**src/include/can_retry_map.svh**
```systemverilog
`ifndef CAN_RETRY_MAP_SVH
`define CAN_RETRY_MAP_SVH

// intermission lengths in bit times
`define CAN_SPACING_NORMAL 3'h3
`define CAN_SPACING_LONG   3'h4
// saturation value of the intermission bit counter
`define CAN_IFS_CNT_MAX    3'h7
// identifier field layout (extended identifier width, standard part at the top)
`define CAN_ID_W           29
`define CAN_STD_ID_LSB     18
// reset values
`define CAN_OBJ_EN_RST     1'b0
`define CAN_RX_FLAG_RST    1'b0

`endif

```
**src/include/can_retry_pkg.sv**
```systemverilog
package can_retry_pkg;

    typedef enum {
        LINK_FRAME,
        LINK_SPACING
    } link_state_t;

endpackage : can_retry_pkg

```
**src/design/can_retry_rx_accept.sv**
```systemverilog
// Function
// - a transmit request that meets a busy bus waits for a three-bit intermission after that frame.
// - after lost arbitration with an accepting receive object, the retry follows the next three-bit intermission.
// - after lost arbitration with no accepting receive object, the retry waits a four-bit intermission.
// - a receive object joins acceptance only if enabled no later than the first DLC bit of the frame.
// - on good reception the receiving object's receive_complete_flag is set right after the sixth EOF bit.
// - object 14 has the lowest priority when several objects could accept a frame.
// - a filter-matching object other than object 14 wins over a catch-all object, which takes only frames that no such object accepts.
`timescale 1ns/10ps
`include "can_retry_map.svh"

module can_retry_rx_accept
    import can_retry_pkg::*;
#(
    parameter int OBJ_N = 15,
    parameter int ID_W  = `CAN_ID_W
) (
    input  wire logic                  clk_sys,         // system clock, 125 MHz
    input  wire logic                  rst_n,           // async reset, active low
    input  wire logic                  bit_tick,        // one pulse per nominal bit time
    input  wire logic                  sof,             // start of any frame seen on the bus
    input  wire logic                  eof_done,        // last bit of end of frame passed
    input  wire logic                  dlc_first,       // first bit of the DLC field
    input  wire logic                  eof_bit6,        // sixth bit of end of frame passed
    input  wire logic                  rx_ok,           // frame received without error
    input  wire logic [ID_W-1:0]       rx_id,           // received identifier
    input  wire logic                  rx_ide,          // received frame is extended format
    input  wire logic                  arb_lost,        // own transmission lost arbitration
    input  wire logic                  tx_req,          // a transmit object is enabled and pending
    input  wire logic [OBJ_N-1:0]      obj_en_set,      // software enables object for reception
    input  wire logic [OBJ_N-1:0]      obj_catch_all,   // object in catch-all listening setting
    input  wire logic [OBJ_N-1:0]      obj_ide,         // object expects extended format
    input  wire logic [OBJ_N*ID_W-1:0] obj_id_tag,      // identifier tags, object 0 lowest slice
    input  wire logic [OBJ_N*ID_W-1:0] obj_id_mask,     // acceptance masks, 1 = compare bit
    input  wire logic [OBJ_N-1:0]      rx_flag_clr,     // software clears receive_complete_flag
    output logic                       tx_start,        // pulse: transmission may start now
    output logic                       long_spacing,    // next retry uses four-bit spacing
    output logic [OBJ_N-1:0]           obj_rx_enabled,  // receive object enabled
    output logic [OBJ_N-1:0]           receive_complete_flag, // sticky per-object flag
    output logic                       rx_hit,          // current frame has an accepting object
    output logic [$clog2(OBJ_N)-1:0]   rx_hit_obj       // index of accepting object
);

    localparam int IDX_W = $clog2(OBJ_N);

    // refused at elaboration: the priority slices need at least two objects
    if (OBJ_N < 2 || OBJ_N > 64 || ID_W < 11 || ID_W > `CAN_ID_W) begin : g_param_check
        $error("can_retry_rx_accept: unsupported OBJ_N or ID_W");
    end

    function automatic logic id_match(input logic [ID_W-1:0] id, input logic [ID_W-1:0] tag,
                                      input logic [ID_W-1:0] mask, input logic ide,
                                      input logic want_ide);
        id_match = (((id ^ tag) & mask) == '0) && (ide == want_ide);
    endfunction : id_match

    link_state_t         link_state;
    logic [2:0]          ifs_cnt;
    logic                lost_pending;
    logic [OBJ_N-1:0]    filt_hit;
    logic [OBJ_N-1:0]    spy_hit;
    logic [OBJ_N-1:0]    en_now;
    logic                next_hit;
    logic [IDX_W-1:0]    next_idx;
    logic [2:0]          need_bits;

    // an enable set in the first DLC bit itself still counts
    assign en_now = obj_rx_enabled | obj_en_set;

    genvar g;
    generate
        for (g = 0; g < OBJ_N; g++) begin : g_obj
            assign filt_hit[g] = en_now[g] && !obj_catch_all[g] &&
                                 id_match(rx_id, obj_id_tag[g*ID_W +: ID_W], obj_id_mask[g*ID_W +: ID_W],
                                          rx_ide, obj_ide[g]);
            assign spy_hit[g]  = en_now[g] && obj_catch_all[g];
        end
    endgenerate

    // filter matches first, catch-all second; lowest index wins inside each class;
    // the last object ranks below every other one whatever its setting
    always_comb begin
        next_hit = 1'b0;
        next_idx = '0;
        if (filt_hit[OBJ_N-1] || spy_hit[OBJ_N-1]) begin
            next_hit = 1'b1;
            next_idx = IDX_W'(OBJ_N - 1);
        end
        for (int i = OBJ_N - 2; i >= 0; i--) begin
            if (spy_hit[i]) begin
                next_hit = 1'b1;
                next_idx = IDX_W'(i);
            end
        end
        for (int i = OBJ_N - 2; i >= 0; i--) begin
            if (filt_hit[i]) begin
                next_hit = 1'b1;
                next_idx = IDX_W'(i);
            end
        end
    end

    always_ff @(posedge clk_sys or negedge rst_n) begin
        if (!rst_n) begin
            rx_hit     <= 1'b0;
            rx_hit_obj <= '0;
        end else if (dlc_first) begin
            rx_hit     <= next_hit;
            rx_hit_obj <= next_idx;
        end else if (sof) begin
            rx_hit     <= 1'b0;
        end
    end

    always_ff @(posedge clk_sys or negedge rst_n) begin
        if (!rst_n) begin
            obj_rx_enabled <= {OBJ_N{`CAN_OBJ_EN_RST}};
        end else begin
            for (int i = 0; i < OBJ_N; i++) begin
                // completion disables; a same-cycle software enable re-arms
                if (obj_en_set[i]) begin
                    obj_rx_enabled[i] <= 1'b1;
                end else if (eof_bit6 && rx_ok && rx_hit && rx_hit_obj == IDX_W'(i)) begin
                    obj_rx_enabled[i] <= 1'b0;
                end
            end
        end
    end

    always_ff @(posedge clk_sys or negedge rst_n) begin
        if (!rst_n) begin
            receive_complete_flag <= {OBJ_N{`CAN_RX_FLAG_RST}};
        end else begin
            for (int i = 0; i < OBJ_N; i++) begin
                // set beats clear so a completion is never lost
                if (eof_bit6 && rx_ok && rx_hit && rx_hit_obj == IDX_W'(i)) begin
                    receive_complete_flag[i] <= 1'b1;
                end else if (rx_flag_clr[i]) begin
                    receive_complete_flag[i] <= 1'b0;
                end
            end
        end
    end

    // arbitration loss is judged at the DLC of the winning frame
    always_ff @(posedge clk_sys or negedge rst_n) begin
        if (!rst_n) begin
            lost_pending <= 1'b0;
            long_spacing <= 1'b0;
        end else begin
            if (arb_lost) begin
                lost_pending <= 1'b1;
            end else if (dlc_first) begin
                lost_pending <= 1'b0;
            end
            if (dlc_first && (lost_pending || arb_lost)) begin
                long_spacing <= !next_hit;
            end else if (tx_start) begin
                long_spacing <= 1'b0;
            end
        end
    end

    assign need_bits = long_spacing ? `CAN_SPACING_LONG : `CAN_SPACING_NORMAL;

    always_ff @(posedge clk_sys or negedge rst_n) begin
        if (!rst_n) begin
            link_state <= LINK_SPACING;
            ifs_cnt    <= `CAN_IFS_CNT_MAX;
        end else begin
            case (link_state)
                LINK_FRAME: begin
                    if (eof_done) begin
                        link_state <= LINK_SPACING;
                        ifs_cnt    <= '0;
                    end
                end
                LINK_SPACING: begin
                    if (sof || tx_start) begin
                        link_state <= LINK_FRAME;
                    end else if (bit_tick && ifs_cnt != `CAN_IFS_CNT_MAX) begin
                        ifs_cnt <= ifs_cnt + 3'h1;
                    end
                end
                default: begin
                    link_state <= LINK_SPACING;
                end
            endcase
        end
    end

    always_ff @(posedge clk_sys or negedge rst_n) begin
        if (!rst_n) begin
            tx_start <= 1'b0;
        end else begin
            tx_start <= tx_req && !tx_start && !sof && link_state == LINK_SPACING &&
                        ifs_cnt >= need_bits;
        end
    end

    logic [OBJ_N-1:0] done_vec;
    assign done_vec = (eof_bit6 && rx_ok && rx_hit) ? (OBJ_N'(1) << rx_hit_obj) : '0;
endmodule : can_retry_rx_accept

```
**config.mk**
```make
export PLATFORM = sky130hd
export DESIGN_NAME = can_retry_rx_accept
export DESIGN_NICKNAME = d
export VERILOG_FILES = /design/src/include/can_retry_pkg.sv /design/src/design/can_retry_rx_accept.sv
export VERILOG_INCLUDE_DIRS = /design/src /design/src/include
export SDC_FILE = /design/constraint.sdc
export NUM_CORES = 1
export LEC_CHECK = 0
export CAP_MARGIN = 20
export CORE_AREA = 2 2 397 399
export DETAILED_ROUTE_END_ITERATION = 8
export DIE_AREA = 0 0 399 401
export DONT_BUFFER_PORTS = 1
export PLACE_DENSITY = 0.3
export SETUP_SLACK_MARGIN = 0.15
export SLEW_MARGIN = 0
export SYNTH_ARGS = -nofsm -noshare
export SYNTH_HDL_FRONTEND = slang
export SYNTH_SLANG_ARGS = --single-unit
```
**constraint.sdc**
```tcl
create_clock -name clk_sys -period 5.2 [get_ports clk_sys]
set_input_delay 0.26 -clock clk_sys [delete_from_list [all_inputs] [get_ports clk_sys]]
set_output_delay 0.26 -clock clk_sys [all_outputs]
set_load 0.01 [all_outputs]
```
==> results.sh, run 1 <==
export IMPL_seq_area_mm2=0.00106
export IMPL_ir_drop_v=0.000117
export IMPL_fin_skew_ps=13.6
export IMPL_critPathLaunchType="flip-flop"
export IMPL_ctsHtreeMaxLevel=2
export IMPL_met1_usage_pct=18.9
export IMPL_drt_wl_total_mm=140
export IMPL_cts_clk_slew_worst_paths_ps=70
export IMPL_grt_met2_usage_pct=27.8
export IMPL_ctsLongestPathBuffers=2
export IMPL_grt_pass1_vias=10100
export IMPL_whs_ps=24.2
export IMPL_path_class="reg2reg"
export IMPL_initial_core_util_pct=5.71
export IMPL_clock_latency_ps=320
export IMPL_pin_count=1007
export IMPL_drtPass1Iterations=5
export IMPL_die_height_um=401
export IMPL_crit_chain="nor2_1 > a2111oi_0 > nand3_1 > nor4_2 > nor4b_1 > and3_1 > a22o_1"
export IMPL_synth_commonest_cells="xor2_1 (450), a22oi_1 (222), buf_2 (52), nand4_1 (52), dfrtp_1 (38)"
export IMPL_slowest_delay_ps=900
export IMPL_synth_top_flop_cell="dfrtp_1"
export IMPL_fillers=18400
export IMPL_syn_area_mm2=0.00888
export IMPL_postCtsSetupRepairBufs=0
export IMPL_synthSimpleGateAreaFrac_pct=11.7
export IMPL_ys_types=52
export IMPL_crit_end="rx_hit_obj[3]$_DFFE_PN0P_"
export IMPL_muxShareOfSynthArea_pct=0.113
export IMPL_die_area_mm2=0.160
export IMPL_grt_usage_pct=16.7
export IMPL_synthesis_nets=2049
export IMPL_yosys_area_top_type="xor2_1"
export IMPL_p_int_uw=823
export IMPL_setup_tns_final_ps=0
export IMPL_maxCapViolations=0
export IMPL_stdcell_count=3137
export IMPL_r2r_end="rx_hit_obj[3]$_DFFE_PN0P_"
export IMPL_switchingPower_uw=665
export IMPL_rsz0062_at_grt="no"
export IMPL_grt_pass1_wl_mm=162
export IMPL_cp_startpoint="obj_rx_enabled[3]$_DFFE_PN0P_"
export IMPL_synth_compound_area_share_pct=26.4
export IMPL_relSlewSlack_pct=24.7
export IMPL_cp_data_required_time_ps=5410
export IMPL_combPwrFrac_pct=51.5
export IMPL_clockRootBuffer="clkbuf_16"
export IMPL_synth_top_family_by_area="XOR/XNOR gates"
export IMPL_hold_path_class="in2reg"
export IMPL_yosys_warnings=0
export IMPL_setup_violations=0
export IMPL_run_status="complete, no violations"
export IMPL_critPathCaptureType="flip-flop"
export IMPL_synth_most_common_cell="xor2_1"
export IMPL_placedCellCount=3083
export IMPL_grt_antenna_before_repair=88
export IMPL_ys_ff_latch=42
export IMPL_multiInputGateArea_mm2=0.00743
export IMPL_area_delta_synth_final_pct=30.3
export IMPL_grt_max_degree=43
export IMPL_gr_usage_met3_pct=8.67
export IMPL_drv_slew=0
export IMPL_synthXorXnorAreaFrac_pct=44.4
export IMPL_fp_coreArea_mm2=0.156
export IMPL_drt_iter0_drc=1035
export IMPL_grt_ovfl_total=0
export IMPL_post_dp_hpwl_mm=126
export IMPL_worstReg2RegStart="obj_rx_enabled[3]$_DFFE_PN0P_"
export IMPL_power_leakage_nw=3.66
export IMPL_num_rows=145
export IMPL_gp_congestion=1.06
export IMPL_post_route_period_util_pct=65.5
export IMPL_power_total_mw=1.49
export IMPL_worstMarginPinSlew_ps=1130
export IMPL_yosysSeqAreaShare_pct=11.9
export IMPL_min_period_ps=3400
export IMPL_synth_fa_ha_area_share_pct=0.704
export IMPL_clkPwrFrac_pct=24.1
export IMPL_ctsResizeCount=0
export IMPL_fmax_ghz=0.294
export IMPL_reg2reg_depth=7
export IMPL_r2r_slack_ps=1800
export IMPL_power_density_mw_per_mm2=129
export IMPL_seq_power_share_pct=24.4
export IMPL_wl_per_cell_um=44.7
export IMPL_drive_gt1_share_pct=4.61
export IMPL_crit_arrival_ps=3620
export IMPL_fp_dieW_um=399
export IMPL_finalHoldViolations=0
export IMPL_drc=0
export IMPL_synth_top_area_share_pct=44.4
export IMPL_synth_edff_count=0
export IMPL_async_flop_share_pct=100
export IMPL_grt_busiest_layer="met2"
export IMPL_tritoncts="yes"
export IMPL_critPathSlowestCell="nor4_2"
export IMPL_synth_cells=1074
export IMPL_synth_area_leaders="xor2_1 (44%), a22oi_1 (19%), dfrtp_1 (11%), nand4_1 (3.7%), buf_2 (2.9%)"
export IMPL_cp_max_fo=5
export IMPL_detail_route_vias_per_cell=3.23
export IMPL_nets=2015
export IMPL_drtAntennaViolNets=0
export IMPL_vias=10100
export IMPL_io_buffer_count=0
export IMPL_syn_avg_cell_area_um2=8.27
export IMPL_switching_share_pct=44.7
export IMPL_cts_buffers=5
export IMPL_clock_sinks=42
critical path, delay by kind of cell (launching register included):
kind               cells  cell delay [ps]
and+or+nand+nor        5             1970
DFF                    1              520
AOI/OAI and AO/OA      2              780
flip-flops by register name, summed over array words and instances, names as in the netlist:
name	count
ifs_cnt	3
obj_rx_enabled	15
rx_hit_obj	4
rx_hit	1
link_state	1
long_spacing	1
lost_pending	1
tx_start	1
receive_complete_flag	15
worst min path at each step:
stage             startpoint                                    to  slack, ps  cells after the start
4_1_cts        obj_en_set[0]         obj_rx_enabled[0]$_DFFE_PN0P_        0.2                      1
3_5_place_dp           rst_n  receive_complete_flag[8]$_DFFE_PN0P_        -30                      0
5_1_grt        obj_en_set[0]         obj_rx_enabled[0]$_DFFE_PN0P_         10                      1
6_report       obj_en_set[0]         obj_rx_enabled[0]$_DFFE_PN0P_         20                      1
2_1_floorplan          rst_n              long_spacing$_DFFE_PN0P_        -40                      0
3_3_place_gp           rst_n        obj_rx_enabled[13]$_DFFE_PN0P_        -30                      0
what timing repair did:
action	4_1_cts	5_1_grt
hold buffers	7	0
setup endpoints to repair	0	0
hold endpoints to repair	47	0
cells by family (layout without fill, tap and decap cells):
| family | Yosys count | after routing |
|---|---|---|
| XOR/XNOR | 450 | 450 |
| other | 0 | 38 |
| multiplexers | 1 | 1 |
| buffers and inverters | 81 | 48 |
| adder cells (fa/ha/maj) | 5 | 5 |
| flip-flops | 42 | 42 |
| AND/OR/NAND/NOR | 181 | 181 |
| AO/OA/AOI/OAI | 314 | 314 |
cell usage in the layout (no fill, tap or decap), types with 11 or more instances in the layout:
master   synthesis  routed
a21o_1          17      17
a22oi_1        222     222
buf_4            1      11
dfrtp_1         38      38
diode_2          0      38
inv_1           20      20
nand2_1         28      28
nand3_1         25      25
nand4_1         52      52
nor2_1          28      28
o21ai_0         35      34
xor2_1         450     450
power by group through the flow:
stage          Combinational [mW]  Clock (mW)  Sequential (mW)
2_1_floorplan               0.508           0            0.359
3_3_place_gp                0.772           0            0.370
3_5_place_dp                0.772           0            0.370
4_1_cts                     0.792       0.378            0.364
5_1_grt                     0.832       0.390            0.366
6_report                    0.766       0.358            0.363
through the flow:
step	instance area (µm²)	worst slack [ps]	utilization [%]
floorplan	8880	3030	-
global route	11500	1700	7.39
finish	11600	1800	7.43
global placement	11200	698	7.19
detailed placement	11200	1600	7.21
CTS	11500	1670	7.37
cell type report:
type	instances	share of cell area, %
antenna	38	0.822
tap	2058	22.3
timing repair buffer	20	1.61
inverter	20	0.649
clock inverter	2	0.108
clock buffer	6	1.20
sequential	42	9.13
multi-input combinational	951	64.2
per-layer routing:
layer  share of wire, %  wire length [µm]
met1                 38             53700
met2                 47             66000
met3                 12             16700
met4                2.3              3230
met5               0.35               487
No activity file was read; power rests on OpenSTA's default activity.
==> run 2: changes to the inputs <==
- ABC_AREA: not set -> 1
- CORE_AREA: 2 2 397 399 -> 2 2 395 397
- DIE_AREA: 0 0 399 401 -> 0 0 397 399
- clock period: 5.2 -> 3.05 ns (I/O delays scaled with it)
==> results.sh, run 2 <==
export IMPL_synth_edff_count=0
export IMPL_wl_per_cell_um=32.6
export IMPL_run_status="complete, no violations"
export IMPL_die_area_mm2=0.158
export IMPL_grt_met2_usage_pct=26.1
export IMPL_finalHoldViolations=0
export IMPL_grt_busiest_layer="met2"
export IMPL_io_buffer_count=0
export IMPL_synth_commonest_cells="nand2_1 (699), nor2_1 (292), nand3_1 (156)"
export IMPL_hold_path_class="in2reg"
export IMPL_ys_types=47
export IMPL_cp_max_fo=4
export IMPL_drt_wl_total_mm=133
export IMPL_grt_ovfl_total=0
export IMPL_met1_usage_pct=18.6
export IMPL_post_route_period_util_pct=91.8
export IMPL_fin_skew_ps=17.0
export IMPL_power_leakage_nw=5.39
export IMPL_synth_most_common_cell="nand2_1"
export IMPL_synth_top_area_share_pct=25.1
export IMPL_grt_antenna_before_repair=110
export IMPL_ys_ff_latch=42
export IMPL_cp_data_required_time_ps=3260
export IMPL_yosysSeqAreaShare_pct=10.1
export IMPL_grt_max_degree=43
export IMPL_pin_count=1007
export IMPL_rsz0062_at_grt="no"
export IMPL_drive_gt1_share_pct=10.4
export IMPL_grt_pass1_vias=12800
export IMPL_area_delta_synth_final_pct=31.6
export IMPL_clockRootBuffer="clkbuf_16"
export IMPL_nets=2953
export IMPL_setup_tns_final_ps=0
export IMPL_worstMarginPinSlew_ps=1040
export IMPL_final_cell_mix="nand2_1 (696), nor2_1 (290), nand3_1 (156)"
export IMPL_final_common_cell="nand2_1"
export IMPL_drc=0
export IMPL_seq_area_mm2=0.00106
export IMPL_ctsHtreeMaxLevel=2
export IMPL_clock_latency_ps=330
export IMPL_grt_usage_pct=15.9
export IMPL_drtPass1Iterations=7
export IMPL_syn_area_mm2=0.0105
export IMPL_relSlewSlack_pct=29.9
export IMPL_power_density_mw_per_mm2=203
export IMPL_drtAntennaViolNets=0
export IMPL_synth_top_flop_cell="dfrtp_1"
export IMPL_gr_usage_met3_pct=7.65
export IMPL_detail_route_vias_per_cell=3.53
export IMPL_ir_drop_v=0.000186
export IMPL_synthesis_nets=2935
export IMPL_async_flop_share_pct=100
export IMPL_die_height_um=399
export IMPL_power_total_mw=2.80
export IMPL_cts_buffers=5
export IMPL_gp_congestion=1.02
export IMPL_grt_pass1_wl_mm=157
export IMPL_maxCapViolations=0
export IMPL_setup_violations=0
export IMPL_ctsLongestPathBuffers=2
export IMPL_critPathCaptureType="flip-flop"
export IMPL_syn_avg_cell_area_um2=5.34
export IMPL_drt_iter0_drc=1349
export IMPL_fp_coreArea_mm2=0.154
export IMPL_post_dp_hpwl_mm=119
export IMPL_fmax_ghz=0.357
export IMPL_synth_cells=1960
export IMPL_num_rows=144
export IMPL_synth_area_leaders="nand2_1 (25%), xor2_1 (11%), nor2_1 (10%), dfrtp_1 (9.1%), or2_2 (7.8%)"
export IMPL_fin_area_mm2=0.0138
export IMPL_initial_core_util_pct=6.81
export IMPL_postCtsSetupRepairBufs=0
export IMPL_multiInputGateArea_mm2=0.00871
export IMPL_vias=14400
export IMPL_cts_clk_slew_worst_paths_ps=90
export IMPL_yosys_area_top_type="nand2_1"
export IMPL_yosys_warnings=0
export IMPL_tritoncts="yes"
export IMPL_min_period_ps=2800
export IMPL_path_class="reg2reg"
export IMPL_fp_dieW_um=397
export IMPL_drv_slew=0
export IMPL_top_regs="obj_rx_enabled x15, receive_complete_flag x15, rx_hit_obj x4"
export IMPL_critPathLaunchType="flip-flop"
export IMPL_fillers=18200
export IMPL_crit_arrival_ps=3020
export IMPL_clock_sinks=42
export IMPL_placedInstanceArea_mm2=0.0130
## run 2: worst max-delay path, cell delays in order (launching register included)
cell and delay, ps:
dfrtp_1 480, nor2_1 60, nor2_1 80, nand2_1 120
a2111oi_0 770, buf_4 290, nand4_1 250, o211a_1 290
nand4_1 120, buf_4 150, o21ai_0 70
## run 2: routing by layer
layer / wire length, µm / share of wire, % / vias up
li1: - / - / 6496
met1: 51500 / 39 / 6614
met2: 61400 / 46 / 975
met3: 16600 / 13 / 201
met4: 2760 / 2.1 / 102
met5: 701 / 0.53 / -
## run 2: cell families (layout without fill, tap and decap cells)
family                     after synthesis  in the layout  synth area share, %
AOI/OAI and AO/OA                      196            196                 11.6
xor gates and xnor gates               142            142                 11.9
adders and majority gates                5              5                0.598
buffers and inverters                  166            185                 7.07
DFF                                     42             42                 10.1
other                                    0             51                    0
and+or+nand+nor                       1409           1409                 58.7
## run 2: cell type report
cell class                 instances  share of cell area, %
clock buffer                       5                  0.908
multi-input combinational       1752                   63.3
clock inverter                     3                  0.500
tap                             2044                   18.6
sequential                        42                   7.67
inverter                          85                   2.32
timing repair buffer              92                   5.85
antenna                           51                  0.927
## run 2: worst paths after layout
path                                                from                        endpoint  slack (ps)  cells after the start
max                        obj_rx_enabled[2]$_DFFE_PN0P_        long_spacing$_DFFE_PN0P_         250                     10
min                                            dlc_first        long_spacing$_DFFE_PN0P_          40                      2
max reg2reg                obj_rx_enabled[2]$_DFFE_PN0P_        long_spacing$_DFFE_PN0P_         250                     10
min reg2reg                     lost_pending$_DFFE_PN0P_        lost_pending$_DFFE_PN0P_         490                      1
max in group asynchronous                          rst_n  obj_rx_enabled[10]$_DFFE_PN0P_        2370                      2
min in group asynchronous                          rst_n              tx_start$_DFF_PN0_         340                      2
## run 2: metrics by stage
stage	utilization (%)	setup slack, ps	std cells	hold WS, ps
final	8.96	250	4074	40.9
after global routing	8.90	158	4038	70.0
after CTS	8.87	150	4022	26.2
after detailed placement	8.46	-393	3975	-139
after global placement	8.46	-438	3975	-139
after floorplan	-	1080	1960	-143
## run 2: repair_timing
item	4_1_cts	5_1_grt
hold buffers	39	0
endpoints found under the setup margin	6	3
gates resized for setup	5	6
pin swaps	2	3
gates cloned	0	0
hold endpoints to repair	78	0
## run 2: report_power, final
group | internal, mW | switching [mW]
combinational | 0.548 | 0.817
sequential | 0.579 | 0.0255
clock | 0.475 | 0.351
==> run 3: changes to the inputs <==
- clock period: 3.05 -> 2.52 ns (I/O delays scaled with it)
==> results.sh, run 3 (synthesis gave the netlist of run 2 again) <==
export IMPL_violations="setup timing"
export IMPL_critPathLaunchType="flip-flop"
export IMPL_initial_core_util_pct=6.81
export IMPL_ctsLongestPathBuffers=2
export IMPL_crit_arrival_ps=2820
export IMPL_final_util_pct=9.25
export IMPL_cts_clk_slew_worst_paths_ps=80
export IMPL_power_leakage_nw=5.68
export IMPL_placedInstanceArea_mm2=0.0134
export IMPL_fp_coreArea_mm2=0.154
export IMPL_cp_data_required_time_ps=2740
export IMPL_fillers=18200
export IMPL_fp_dieW_um=397
export IMPL_finalHoldViolations=0
export IMPL_wl_per_cell_um=32.4
export IMPL_final_common_cell="nand2_1"
export IMPL_drtAntennaViolNets=0
export IMPL_power_density_mw_per_mm2=232
export IMPL_cp_max_fo=2
export IMPL_fin_area_mm2=0.0142
export IMPL_slowest_delay_ps=700
export IMPL_hold_depth=2
export IMPL_critPathSlowestCell="or4_4"
export IMPL_drc=0
export IMPL_fmax_ghz=0.385
export IMPL_grt_ovfl_total=0
export IMPL_detail_route_vias_per_cell=3.56
export IMPL_die_area_mm2=0.158
export IMPL_whs_endpoint="long_spacing$_DFFE_PN0P_"
export IMPL_fin_ws_ps=-75.0
export IMPL_grt_usage_pct=15.9
export IMPL_clock_sinks=42
export IMPL_gp_congestion=1.01
export IMPL_num_rows=144
export IMPL_critPathCaptureType="flip-flop"
export IMPL_r2r_slack_ps=-70
export IMPL_die_height_um=399
export IMPL_grt_antenna_before_repair=105
export IMPL_multiInputGateArea_mm2=0.00875
export IMPL_reg2reg_depth=17
export IMPL_pin_count=1007
export IMPL_crit_chain="nor2_1 > nor2_1 > buf_4 > nand2_2 > nor3_2 > nand4_1 > or4_4 > nand2_2 > nand2_1 > nand2_1 > nand2_1 > nand2_1 > nand2_1 > nand2_1 > nand2_1 > nand2_1 > nand2_1"
export IMPL_path_class="reg2reg"
export IMPL_area_delta_synth_final_pct=35.8
export IMPL_ctsHtreeMaxLevel=2
export IMPL_hp_start="arb_lost"
export IMPL_nets=3008
export IMPL_setup_violations=5
export IMPL_io_buffer_count=0
export IMPL_clock_latency_ps=320
export IMPL_relSlewSlack_pct=37.3
export IMPL_cts_buffers=5
export IMPL_drive_gt1_share_pct=13.0
export IMPL_drt_wl_total_mm=133
export IMPL_worstMarginPinSlew_ps=932
export IMPL_clockRootBuffer="clkbuf_16"
export IMPL_drt_iter0_drc=1654
export IMPL_setup_tns_final_ps=-190
export IMPL_drv_slew=0
export IMPL_seq_area_mm2=0.00106
export IMPL_crit_path_frequent_cell="nand2_1"
export IMPL_vias=14600
export IMPL_maxCapViolations=0
export IMPL_drtPass1Iterations=8
export IMPL_top_regs="obj_rx_enabled x15, receive_complete_flag x15, rx_hit_obj x4"
export IMPL_min_period_ps=2590
export IMPL_worstReg2RegStart="obj_rx_enabled[8]$_DFFE_PN0P_"
export IMPL_run_status="complete, but fails checks"
export IMPL_grt_max_degree=43
export IMPL_post_dp_hpwl_mm=119
export IMPL_fin_skew_ps=13.4
export IMPL_ir_drop_v=0.000216
export IMPL_r2r_end="rx_hit_obj[0]$_DFFE_PN0P_"
export IMPL_grt_pass1_vias=13000
export IMPL_post_route_period_util_pct=103
export IMPL_rsz0062_at_grt="yes"
export IMPL_final_cell_mix="nand2_1 (695), nor2_1 (291), nand3_1 (156)"
export IMPL_grt_pass1_wl_mm=158
export IMPL_hold_path_class="in2reg"
export IMPL_tritoncts="yes"
-- run 3: cell count changes in the layout (fill, tap and decap cells not counted), moves of 2 or more --
cell,change
o21ai_1,+3
diode_2,-15
buf_12,+4
buf_4,+50
a2111oi_0,-2
a2111oi_2,+2
o21ai_0,-3
-- run 3: worst max path at each step --
stage                              startpoint                        end  slack, ps  depth (start not counted)
2_1_floorplan  obj_rx_enabled[13]$_DFFE_PN0P_  rx_hit_obj[0]$_DFFE_PN0P_        550                         30
3_3_place_gp                         rx_id[0]  rx_hit_obj[0]$_DFFE_PN0P_       -750                         16
3_5_place_dp                         rx_id[0]   long_spacing$_DFFE_PN0P_       -750                         11
4_1_cts         obj_rx_enabled[8]$_DFFE_PN0P_  rx_hit_obj[0]$_DFFE_PN0P_       -130                         17
5_1_grt         obj_rx_enabled[8]$_DFFE_PN0P_  rx_hit_obj[0]$_DFFE_PN0P_       -270                         17
6_report        obj_rx_enabled[8]$_DFFE_PN0P_  rx_hit_obj[0]$_DFFE_PN0P_        -70                         17
-- run 3: layout make-up --
| cell class | count | share of cell area, % |
|---|---|---|
| multi-input cells | 1752 | 61.6 |
| flip-flops and latches | 42 | 7.43 |
| diodes | 36 | 0.634 |
| well taps | 2044 | 18.0 |
| inverters | 85 | 2.24 |
| clock inverters | 2 | 0.264 |
| clock buffers | 6 | 0.907 |
| repair buffers | 147 | 8.97 |
-- run 3: what timing repair did --
item,CTS,global route
endpoints found under the setup margin,6,6
endpoints found under the hold margin,81,0
buffers inserted,1,2
pin swaps,10,4
gates resized for setup,17,6
hold buffers,40,0
-- run 3: per-layer routing --
metal | vias to the layer above | track usage, % | routed length (µm)
li1 | 6587 | - | -
met1 | 6786 | 18.9 | 52400
met2 | 973 | 26.3 | 62400
met3 | 171 | 7.38 | 15900
met4 | 110 | 3.13 | 1930
met5 | - | 0 | 773
-- run 3: metrics by stage --
stage	hold WS [ps]	cells	power [mW]	setup slack, ps
after floorplan	-170	1960	1.87	550
after global placement	-165	4027	2.38	-755
after detailed placement	-166	4027	2.38	-746
after CTS	60.2	4076	3.37	-127
after global routing	132	4095	3.56	-267
final	84.4	4114	3.29	-75.0
-- run 3: critical path: cells and delay by family, from the launching register on --
kind / cells / cell delay (ps)
buf+inv: 1 / 150
simple gates: 16 / 1990
flops: 1 / 350
-- run 3: where the power goes --
group          internal [mW]  switching (mW)  total, mW  leakage, nW
clock                  0.471           0.368      0.839       0.0773
sequential             0.701          0.0273      0.729        0.486
combinational          0.720            1.01       1.73         5.12
total                   1.89            1.40       3.29         5.68
